File: src/hw/uvs_params.svh
// register offsets, reset values, setting ranges and timing constants of the undervoltage stage
`ifndef UVS_PARAMS_SVH
`define UVS_PARAMS_SVH
`define UVS_ADDR_CTRL      8'h00
`define UVS_ADDR_PICKUP    8'h04
`define UVS_ADDR_INHIBIT   8'h08
`define UVS_ADDR_DROPOFF   8'h0C
`define UVS_ADDR_DELAY     8'h10
`define UVS_ADDR_STATUS    8'h14
`define UVS_ADDR_IRQ_STAT  8'h18
`define UVS_ADDR_IRQ_MASK  8'h1C
`define UVS_CTRL_SEL_LSB   0
`define UVS_CTRL_ONLY_BIT  2
`define UVS_CTRL_PTP_BIT   3
`define UVS_IRQ_START_BIT  0
`define UVS_IRQ_TRIP_BIT   1
`define UVS_RST_PICKUP     8'h5A
`define UVS_MIN_PICKUP     8'h1E
`define UVS_MAX_PICKUP     8'h82
`define UVS_RST_INHIBIT    8'h0A
`define UVS_MAX_INHIBIT    8'h14
`define UVS_RST_DROPOFF    8'h05
`define UVS_MIN_DROPOFF    8'h01
`define UVS_MAX_DROPOFF    8'h0A
`define UVS_RST_DELAY      16'h0064
`define UVS_MIN_DELAY      16'h0032
`define UVS_MAX_DELAY      16'hEA60
`define UVS_TICK_NS        1000000
`define UVS_CLK_NS         4
`define UVS_TICK_CYCLES    (`UVS_TICK_NS / `UVS_CLK_NS)
`endif

File: src/hw/uvs_pkg.sv
// types shared by the undervoltage stage modules
package uvs_pkg;
	typedef enum logic [1:0] {UVS_OFF, UVS_ANY1, UVS_ANY2, UVS_ALL} uvs_sel_t;
	typedef struct packed
	{
		uvs_sel_t    sel;
		logic        pickup_only;
		logic        ptp;
		logic [7:0]  pickup;
		logic [7:0]  inhibit;
		logic [7:0]  dropoff;
		logic [15:0] delay;
	} uvs_cfg_t;
	typedef struct packed
	{
		logic [15:0] v1;
		logic [15:0] v2;
		logic [15:0] v3;
	} uvs_volt_t;
endpackage

File: src/hw/uvs_phase.sv
// one measured voltage: start with inhibit and drop-off, trip delay counter
module uvs_phase
(
	// clock and reset
	input  wire logic             clk_in,
	input  wire logic             rst_in,
	// measurement and settings
	input  wire logic [15:0]      volt_in,
	input  wire uvs_pkg::uvs_cfg_t cfg_in,
	input  wire logic             enable_in,
	input  wire logic             inhibit_in,
	input  wire logic             tick_in,
	// results
	output logic                  start_out,
	output logic                  trip_out
);
	import uvs_pkg::*;

	logic [23:0] v_x100;
	logic [23:0] pick_x1000;
	logic [23:0] inh_x1000;
	logic [23:0] rel_x100;
	logic        below_pick;
	logic        below_inh;
	logic        above_rel;
	logic        start_r;
	logic        start_nxt;
	logic [15:0] cnt_r;
	logic        trip_r;

	// volt_in is in 0.1 % of nominal, settings in whole percent
	assign v_x100     = 24'(volt_in) * 24'd100;
	assign pick_x1000 = 24'(cfg_in.pickup) * 24'd1000;
	assign inh_x1000  = 24'(cfg_in.inhibit) * 24'd1000;
	assign rel_x100   = 24'(cfg_in.pickup) * (24'd1000 + 24'(cfg_in.dropoff) * 24'd10);
	assign below_pick = v_x100 < pick_x1000;
	assign below_inh  = v_x100 < inh_x1000;
	assign above_rel  = v_x100 >= rel_x100;

	always_comb
	begin
		if (!enable_in || inhibit_in || below_inh)
			start_nxt = 1'b0;
		else if (start_r)
			start_nxt = !above_rel;
		else
			start_nxt = below_pick;
	end

	always_ff @(posedge clk_in)
	begin
		if (rst_in)
			start_r <= 1'b0;
		else
			start_r <= start_nxt;
	end

	always_ff @(posedge clk_in)
	begin
		if (rst_in || !start_r || inhibit_in)
			cnt_r <= 16'h0000;
		else if (tick_in && cnt_r < cfg_in.delay)
			cnt_r <= cnt_r + 16'h0001;
	end

	always_ff @(posedge clk_in)
	begin
		if (rst_in)
			trip_r <= 1'b0;
		else
			trip_r <= start_r && !inhibit_in && cnt_r >= cfg_in.delay;
	end

	assign start_out = start_r;
	assign trip_out  = trip_r;

	property p_inhibit;
		@(posedge clk_in) disable iff (rst_in) below_inh |=> !start_r;
	endproperty
	a_inhibit: assert property (p_inhibit) else $error("start set below inhibit level");

	property p_pickup;
		@(posedge clk_in) disable iff (rst_in)
		(!start_r && below_pick && !below_inh && enable_in && !inhibit_in) |=> start_r;
	endproperty
	a_pickup: assert property (p_pickup) else $error("start missed below pickup");

	property p_hold;
		@(posedge clk_in) disable iff (rst_in)
		(start_r && !above_rel && !below_inh && enable_in && !inhibit_in) |=> start_r;
	endproperty
	a_hold: assert property (p_hold) else $error("start released inside drop-off band");

	property p_clear;
		@(posedge clk_in) disable iff (rst_in) !start_r |=> cnt_r == 16'h0000;
	endproperty
	a_clear: assert property (p_clear) else $error("delay count not cleared");

	property p_trip;
		@(posedge clk_in) disable iff (rst_in)
		trip_r |-> $past(start_r) && $past(cnt_r) >= $past(cfg_in.delay);
	endproperty
	a_trip: assert property (p_trip) else $error("trip before delay expired");
endmodule

File: src/hw/uvs_stage.sv
// three-phase definite-time undervoltage stage with register port and interrupt
//
// The placing of the registers and the address-and-strobe port were left to the implementer.
`include "uvs_params.svh"
module uvs_stage
#(
	parameter int TICK_CYCLES = `UVS_TICK_CYCLES
)
(
	// clock and reset
	input  wire logic               clk_in,
	input  wire logic               rst_in,
	// register port
	input  wire logic [7:0]         addr_in,
	input  wire logic [31:0]        wdata_in,
	input  wire logic               wr_in,
	input  wire logic               rd_in,
	output logic      [31:0]        rdata_out,
	// measurements from the upstream stage
	input  wire uvs_pkg::uvs_volt_t phase_fundamental_in,
	input  wire uvs_pkg::uvs_volt_t line_fundamental_in,
	input  wire logic               function_inhibit_in,
	// published results
	output logic      [2:0]         pickups_out,
	output logic                    ptp_mode_out,
	output logic                    any_pickup_out,
	output logic                    combined_trip_out,
	output logic                    irq_out
);
	import uvs_pkg::*;

	localparam logic [31:0] TICK_LAST = 32'(TICK_CYCLES - 1);

	uvs_cfg_t    cfg_r;
	uvs_volt_t   volt_sel;
	logic [31:0] tick_cnt_r;
	logic        tick_r;
	logic [2:0]  start_vec;
	logic [2:0]  trip_vec;
	logic        enable;
	logic        gen_start_nxt;
	logic        gen_trip_nxt;
	logic [1:0]  irq_stat_r;
	logic [1:0]  irq_mask_r;
	logic [1:0]  irq_set;
	logic [31:0] rdata_nxt;

	// limit a written setting to its legal range
	function automatic logic [15:0] clamp(input logic [15:0] v, input logic [15:0] lo,
		input logic [15:0] hi);
	begin
		if (v < lo)
			clamp = lo;
		else if (v > hi)
			clamp = hi;
		else
			clamp = v;
	end
	endfunction

	// k or more of three set
	function automatic logic vote(input logic [2:0] v, input uvs_sel_t sel);
		logic [1:0] n;
	begin
		n = 2'(v[0]) + 2'(v[1]) + 2'(v[2]);
		case (sel)
			UVS_ANY1: vote = n >= 2'd1;
			UVS_ANY2: vote = n >= 2'd2;
			UVS_ALL:  vote = n == 2'd3;
			default:  vote = 1'b0;
		endcase
	end
	endfunction

	// settings written by software
	always_ff @(posedge clk_in)
	begin
		if (rst_in)
		begin
			cfg_r.sel         <= UVS_OFF;
			cfg_r.pickup_only <= 1'b0;
			cfg_r.ptp         <= 1'b0;
			cfg_r.pickup      <= `UVS_RST_PICKUP;
			cfg_r.inhibit     <= `UVS_RST_INHIBIT;
			cfg_r.dropoff     <= `UVS_RST_DROPOFF;
			cfg_r.delay       <= `UVS_RST_DELAY;
		end
		else if (wr_in)
		begin
			if (addr_in == `UVS_ADDR_CTRL)
			begin
				cfg_r.sel         <= uvs_sel_t'(wdata_in[`UVS_CTRL_SEL_LSB +: 2]);
				cfg_r.pickup_only <= wdata_in[`UVS_CTRL_ONLY_BIT];
				cfg_r.ptp         <= wdata_in[`UVS_CTRL_PTP_BIT];
			end
			else if (addr_in == `UVS_ADDR_PICKUP)
				cfg_r.pickup <= 8'(clamp({8'h00, wdata_in[7:0]},
					{8'h00, `UVS_MIN_PICKUP}, {8'h00, `UVS_MAX_PICKUP}));
			else if (addr_in == `UVS_ADDR_INHIBIT)
				cfg_r.inhibit <= 8'(clamp({8'h00, wdata_in[7:0]},
					16'h0000, {8'h00, `UVS_MAX_INHIBIT}));
			else if (addr_in == `UVS_ADDR_DROPOFF)
				cfg_r.dropoff <= 8'(clamp({8'h00, wdata_in[7:0]},
					{8'h00, `UVS_MIN_DROPOFF}, {8'h00, `UVS_MAX_DROPOFF}));
			else if (addr_in == `UVS_ADDR_DELAY)
				cfg_r.delay <= clamp(wdata_in[15:0], `UVS_MIN_DELAY, `UVS_MAX_DELAY);
		end
	end

	// millisecond tick
	always_ff @(posedge clk_in)
	begin
		if (rst_in || tick_cnt_r == TICK_LAST)
			tick_cnt_r <= 32'h0000_0000;
		else
			tick_cnt_r <= tick_cnt_r + 32'h0000_0001;
	end

	always_ff @(posedge clk_in)
	begin
		if (rst_in)
			tick_r <= 1'b0;
		else
			tick_r <= tick_cnt_r == TICK_LAST;
	end

	// phase or line-to-line magnitudes
	assign volt_sel = cfg_r.ptp ? line_fundamental_in : phase_fundamental_in;
	assign enable   = cfg_r.sel != UVS_OFF;

	genvar g;
	generate
		for (g = 0; g < 3; g++)
		begin : g_phase
			uvs_phase u_phase
			(
				.clk_in     (clk_in),
				.rst_in     (rst_in),
				.volt_in    (volt_sel[16*(2-g) +: 16]),
				.cfg_in     (cfg_r),
				.enable_in  (enable),
				.inhibit_in (function_inhibit_in),
				.tick_in    (tick_r),
				.start_out  (start_vec[g]),
				.trip_out   (trip_vec[g])
			);
		end
	endgenerate

	// decision logic
	assign gen_start_nxt = enable && !function_inhibit_in && |start_vec;
	assign gen_trip_nxt  = !cfg_r.pickup_only && !function_inhibit_in
		&& vote(trip_vec, cfg_r.sel);

	always_ff @(posedge clk_in)
	begin
		if (rst_in)
		begin
			pickups_out       <= 3'b000;
			any_pickup_out    <= 1'b0;
			combined_trip_out <= 1'b0;
			ptp_mode_out      <= 1'b0;
		end
		else
		begin
			pickups_out       <= function_inhibit_in ? 3'b000 : start_vec;
			any_pickup_out    <= gen_start_nxt;
			combined_trip_out <= gen_trip_nxt;
			ptp_mode_out      <= cfg_r.ptp;
		end
	end

	// sticky events: rising general start and trip; set wins over clear
	assign irq_set[`UVS_IRQ_START_BIT] = gen_start_nxt && !any_pickup_out;
	assign irq_set[`UVS_IRQ_TRIP_BIT]  = gen_trip_nxt && !combined_trip_out;

	always_ff @(posedge clk_in)
	begin
		if (rst_in)
			irq_stat_r <= 2'b00;
		else if (wr_in && addr_in == `UVS_ADDR_IRQ_STAT)
			irq_stat_r <= (irq_stat_r & ~wdata_in[1:0]) | irq_set;
		else
			irq_stat_r <= irq_stat_r | irq_set;
	end

	always_ff @(posedge clk_in)
	begin
		if (rst_in)
			irq_mask_r <= 2'b00;
		else if (wr_in && addr_in == `UVS_ADDR_IRQ_MASK)
			irq_mask_r <= wdata_in[1:0];
	end

	always_ff @(posedge clk_in)
	begin
		if (rst_in)
			irq_out <= 1'b0;
		else
			irq_out <= |(irq_stat_r & irq_mask_r);
	end

	// read decode, unmapped reads return zero
	always_comb
	begin
		rdata_nxt = 32'h0000_0000;
		if (addr_in == `UVS_ADDR_CTRL)
			rdata_nxt = {28'h000_0000, cfg_r.ptp, cfg_r.pickup_only, cfg_r.sel};
		else if (addr_in == `UVS_ADDR_PICKUP)
			rdata_nxt = {24'h00_0000, cfg_r.pickup};
		else if (addr_in == `UVS_ADDR_INHIBIT)
			rdata_nxt = {24'h00_0000, cfg_r.inhibit};
		else if (addr_in == `UVS_ADDR_DROPOFF)
			rdata_nxt = {24'h00_0000, cfg_r.dropoff};
		else if (addr_in == `UVS_ADDR_DELAY)
			rdata_nxt = {16'h0000, cfg_r.delay};
		else if (addr_in == `UVS_ADDR_STATUS)
			rdata_nxt = {26'h000_0000, function_inhibit_in, combined_trip_out,
				any_pickup_out, pickups_out};
		else if (addr_in == `UVS_ADDR_IRQ_STAT)
			rdata_nxt = {30'h0000_0000, irq_stat_r};
		else if (addr_in == `UVS_ADDR_IRQ_MASK)
			rdata_nxt = {30'h0000_0000, irq_mask_r};
	end

	always_ff @(posedge clk_in)
	begin
		if (rst_in)
			rdata_out <= 32'h0000_0000;
		else if (rd_in)
			rdata_out <= rdata_nxt;
		else
			rdata_out <= 32'h0000_0000;
	end

	property p_off;
		@(posedge clk_in) disable iff (rst_in)
		(cfg_r.sel == UVS_OFF) [*2] |=> pickups_out == 3'b000 && !any_pickup_out
			&& !combined_trip_out;
	endproperty
	a_off: assert property (p_off) else $error("outputs active while off");

	property p_only;
		@(posedge clk_in) disable iff (rst_in) cfg_r.pickup_only |=> !combined_trip_out;
	endproperty
	a_only: assert property (p_only) else $error("trip in pickup-only mode");

	property p_block;
		@(posedge clk_in) disable iff (rst_in)
		function_inhibit_in [*2] |=> pickups_out == 3'b000 && !any_pickup_out
			&& !combined_trip_out;
	endproperty
	a_block: assert property (p_block) else $error("output active while inhibited");

	property p_gen_start;
		@(posedge clk_in) disable iff (rst_in)
		(enable && |start_vec && !function_inhibit_in) |=> any_pickup_out;
	endproperty
	a_gen_start: assert property (p_gen_start) else $error("general start missing");

	property p_all;
		@(posedge clk_in) disable iff (rst_in)
		(cfg_r.sel == UVS_ALL && trip_vec != 3'b111) |=> !combined_trip_out;
	endproperty
	a_all: assert property (p_all) else $error("all-phase trip with a phase missing");

	property p_any2;
		@(posedge clk_in) disable iff (rst_in)
		(cfg_r.sel == UVS_ANY2 && trip_vec == 3'b011 && !cfg_r.pickup_only
			&& !function_inhibit_in) |=> combined_trip_out;
	endproperty
	a_any2: assert property (p_any2) else $error("two-phase trip missing");

	property p_irq;
		@(posedge clk_in) disable iff (rst_in)
		$rose(combined_trip_out) |-> irq_stat_r[`UVS_IRQ_TRIP_BIT];
	endproperty
	a_irq: assert property (p_irq) else $error("trip event not recorded");

	// a pending unmasked event raises the level one cycle later
	property p_irq_level;
		@(posedge clk_in) disable iff (rst_in) (|(irq_stat_r & irq_mask_r)) |=> irq_out;
	endproperty
	a_irq_level: assert property (p_irq_level) else $error("interrupt level missing");

	property p_ptp;
		@(posedge clk_in) disable iff (rst_in) cfg_r.ptp |=> ptp_mode_out;
	endproperty
	a_ptp: assert property (p_ptp) else $error("pair mode flag missing");

	c_start: cover property (@(posedge clk_in) disable iff (rst_in) $rose(any_pickup_out));
	c_all:   cover property (@(posedge clk_in) disable iff (rst_in)
		cfg_r.sel == UVS_ALL && combined_trip_out);
	c_trip:  cover property (@(posedge clk_in) disable iff (rst_in) $rose(combined_trip_out));
	c_irq:   cover property (@(posedge clk_in) disable iff (rst_in) $rose(irq_out));
endmodule

File: config.mk
export PLATFORM = sky130hd
export DESIGN_NAME = uvs_stage
export DESIGN_NICKNAME = d
export VERILOG_FILES = /design/src/hw/uvs_pkg.sv /design/src/hw/uvs_phase.sv /design/src/hw/uvs_stage.sv
export VERILOG_INCLUDE_DIRS = /design/src /design/src/hw
export SDC_FILE = /design/constraint.sdc
export NUM_CORES = 1
export LEC_CHECK = 0
export ABC_AREA = 1
export CAP_MARGIN = 20
export CORE_MARGIN = 8
export CORE_UTILIZATION = 40
export CTS_CLUSTER_DIAMETER = 30
export CTS_CLUSTER_SIZE = 28
export DETAILED_ROUTE_END_ITERATION = 8
export DONT_BUFFER_PORTS = 1
export SYNTH_ARGS = -nofsm -noshare
export SYNTH_HDL_FRONTEND = slang
export SYNTH_HIERARCHICAL = 1
export SYNTH_SLANG_ARGS = --single-unit
File: constraint.sdc
create_clock -name clk_in -period 7.03 [get_ports clk_in]
set_input_delay 0.3515 -clock clk_in [delete_from_list [all_inputs] [get_ports clk_in]]
set_output_delay 0.3515 -clock clk_in [all_outputs]
set_load 0.05 [all_outputs]
==> flow_metrics.py <==
metrics = {
    "timing": {
        "fin_crit_ns": 6.74,
        "skew_ns": 0.0292,
        "report.final.slew_viol_count": 0,
        "maxSlewHeadroom_pct": 33.5,
        "rsz0062_at_grt": "true",
        "fmax_mhz": 148,
        "hold_viol_final": 0,
        "setup_viol": 0,
        "worst_pin_slew_ns": 0.996,
        "finalCritPeriodShare_pct": 95.8,
        "setup_slack_ns": 0.294,
        "hold_ws_ns": 0.0257,
    },
    "layout": {
        "drive_above_1_share_pct": 6.19,
        "layout.cells.non_filler": 6120,
        "fin_area_mm2": 0.0389,
        "fin_nets": 6144,
        "synthToLayoutAreaGrowth_pct": 7.47,
    },
    "clock_tree": {
        "cts_max_level": 4,
        "clk_latency_ns": 0.47,
        "path_clk_slew_ns": 0.10,
        "cts_tree": "built",
        "clk_path_buf_depth": 2,
        "cts_root_buffer": "clkbuf_16",
        "cts_sinks": 158,
        "cts_buffers": 17,
    },
    "hold_path": {
        "worstHoldStart": "wdata_in[4]",
        "hp-class": "primary input to flip-flop",
        "whs_endpoint": "cfg_r[36]",
        "hold_path_depth": 2,
    },
    "floorplanning": {
        "core_area_mm2": 0.0897,
        "start_util_pct": 40.3,
        "chipHeight_um": 317,
        "rows": 110,
        "pin_count": 180,
        "die_area_mm2": 0.100,
        "fp.dieW_um": 317,
    },
    "yosys": {
        "synth_edf_count": 0,
        "synth-seq-cells": 158,
        "synth_largest_area_cell": "ha_1",
        "synth.top_cell.area_share_pct": 25.1,
        "synth_area_leaders": "ha_1, fa_1, nand2_1, inv_1, dfxtp_1",
        "synth_flop_cell": "dfxtp_1",
        "synth_area_per_cell_um2": 7.39,
        "netlist_area_mm2": 0.0362,
        "synthTopCellsByCount": "nand2_1, inv_1, ha_1, a21oi_1, nor2_1",
        "async_flop_share_pct": 0,
        "synth_cells": 4891,
        "yosysMostFrequentCell": "nand2_1",
        "yosysSeqAreaShare_pct": 8.75,
        "ys_types": 64,
        "ys.warnings.count": 6,
    },
    "routing": {
        "routed_wl_um": 90900,
        "drt_pass1_iterations": 6,
        "vias": 30100,
        "drt_iter0_markers": 1440,
        "viasPerCell": 4.91,
        "wl_per_cell_um": 14.9,
        "drc": 0,
        "antenna_left": 0,
    },
    "placed_design": {
        "port_buffers": 0,
        "place_area_mm2": 0.0378,
        "gp_congestion": 0.870,
        "post-place-cells": 6078,
        "hpwlAfterDp_um": 76800,
        "pre_cts_ws_ns": 0.0691,
    },
    "worst_setup_path": {
        "cp_num_buf_inv": 5,
        "reg2reg_slack_ns": 0.29,
        "worst-setup-path-type": "flip-flop to flip-flop",
        "worstPathMaxFanout": 5,
        "slowest_stage": "fa_1",
        "crit_arrival_ns": 7.14,
        "cp_top_family": "adder cells",
        "reg2reg_depth": 32,
        "critPathLaunch": "cfg_r[19]",
        "rr_startpoint": "cfg_r[19]",
        "required_ns": 7.44,
        "cp-end-kind": "flip-flop",
        "max_stage_delay_ns": 0.55,
        "cp-start-kind": "flip-flop",
        "r2r-end": "g_phase[1].u_phase/start_out",
        "cpMostUsedCell": "fa_1",
    },
    "global_route": {
        "grt_start_max_net_pins": 51,
        "grt_first_pass_wirelength_um": 150000,
        "first_global_vias": 29800,
        "track_usage_pct": 18.2,
        "overflow": 0,
        "antenna_found_initial": 1,
    },
    "pwr": {
        "peakVddDrop_uv": 166,
        "p_per_area_mw_per_mm2": 110,
        "leakage_nw": 20.4,
    },
    "run_status": {
        "status": "completed",
    },
    "flow_run": {
        "cap_violations": 0,
    },
}
worst max path at each step:
| stage | end | cells past startpoint |
|---|---|---|
| floorplan | g_phase[2].u_phase/start_out | 32 |
| global placement | g_phase[0].u_phase/start_out | 32 |
| detailed placement | g_phase[2].u_phase/start_out | 32 |
| CTS | g_phase[2].u_phase/start_out | 31 |
| global route | g_phase[2].u_phase/start_out | 31 |
| finish | g_phase[1].u_phase/start_out | 32 |
registers in the layout, indices dropped and copies added, names as in the netlist:
name                       flops
pickups_out                    3
rdata_out                     16
g_phase.u_phase/start_out      3
irq_mask_r                     2
ptp_mode_out                   1
g_phase.u_phase/cnt_r         48
irq_stat_r                     2
tick_cnt_r                    32
combined_trip_out              1
cfg_r                         44
g_phase.u_phase/trip_out       3
irq_out                        1
any_pickup_out                 1
tick_r                         1
timing repair:
item | in CTS | in global routing
buffers inserted | 0 | 6
setup endpoints to repair | 0 | 3
gates resized for setup | 0 | 66
endpoints found under the hold margin | 27 | 0
hold buffers | 2 | 0
cell families after synthesis:
| kind of cell | after synthesis | synth area share, % |
|---|---|---|
| simple gates | 1780 | 21.1 |
| buf+inv | 1103 | 11.7 |
| fa+ha+maj | 1073 | 44.4 |
| compound gates | 558 | 8.40 |
| xor+xnor | 218 | 5.61 |
| flops | 158 | 8.75 |
| other cells | 1 | 0.0104 |
routing by layer:
| layer | vias up | global-route usage [%] | share of wire, % |
|---|---|---|---|
| li1 | 15500 | - | - |
| met1 | 14000 | 24.6 | 47 |
| met2 | 525 | 30.5 | 46 |
| met3 | 87 | 3.09 | 5.6 |
| met4 | 0 | 3.70 | 1.9 |
| met5 | - | 0 | 0 |
cell usage in the layout, fill, tap and decap left out, drive strengths merged, types with 16 or more instances in the layout:
master / instances
ha: 724
nand2: 1028
nand4: 47
fa: 349
buf: 74
nor3: 81
xor2: 143
nor2: 388
clkbuf: 17
a21oi: 366
nor4: 18
nand3: 176
inv: 1034
conb: 16
o21ai: 123
or2: 17
xnor2: 75
dfxtp: 158
metrics by stage:
stage	utilization [%]	TNS, ns	power, W
floorplan	-	0	0.00271
global placement	42.2	0	0.00321
detailed placement	42.2	0	0.00327
CTS	42.9	0	0.00430
global route	43.3	-0.0403	0.00475
finish	43.3	0	0.00427
power breakdown:
part           switching, W  total [W]  internal [W]
logic               0.00150    0.00237      0.000876
registers        0.00000267   0.000899      0.000896
clock network      0.000459   0.000996      0.000537
area by class of cell:
type,count,area [µm²]
Clock buffer,17,425
Tap cell,1176,1470
Clock inverter,15,175
Antenna cell,1,2.50
Multi-Input combinational cell,3645,29100
Timing Repair Buffer,75,591
Fill cell,9302,50900
Inverter,1033,3880
Sequential cell,158,3180
worst reg2reg max path, delay by kind of cell (launching register included):
family                     cells  cell delay, ns
xor gates and xnor gates       3            0.56
buffers and inverters          5            0.39
AOI/OAI and AO/OA              8            1.12
DFF                            1            0.34
and+or+nand+nor                7            0.71
adders and majority gates      9            3.58
Note: power is estimated with default switching activity, not from simulation.
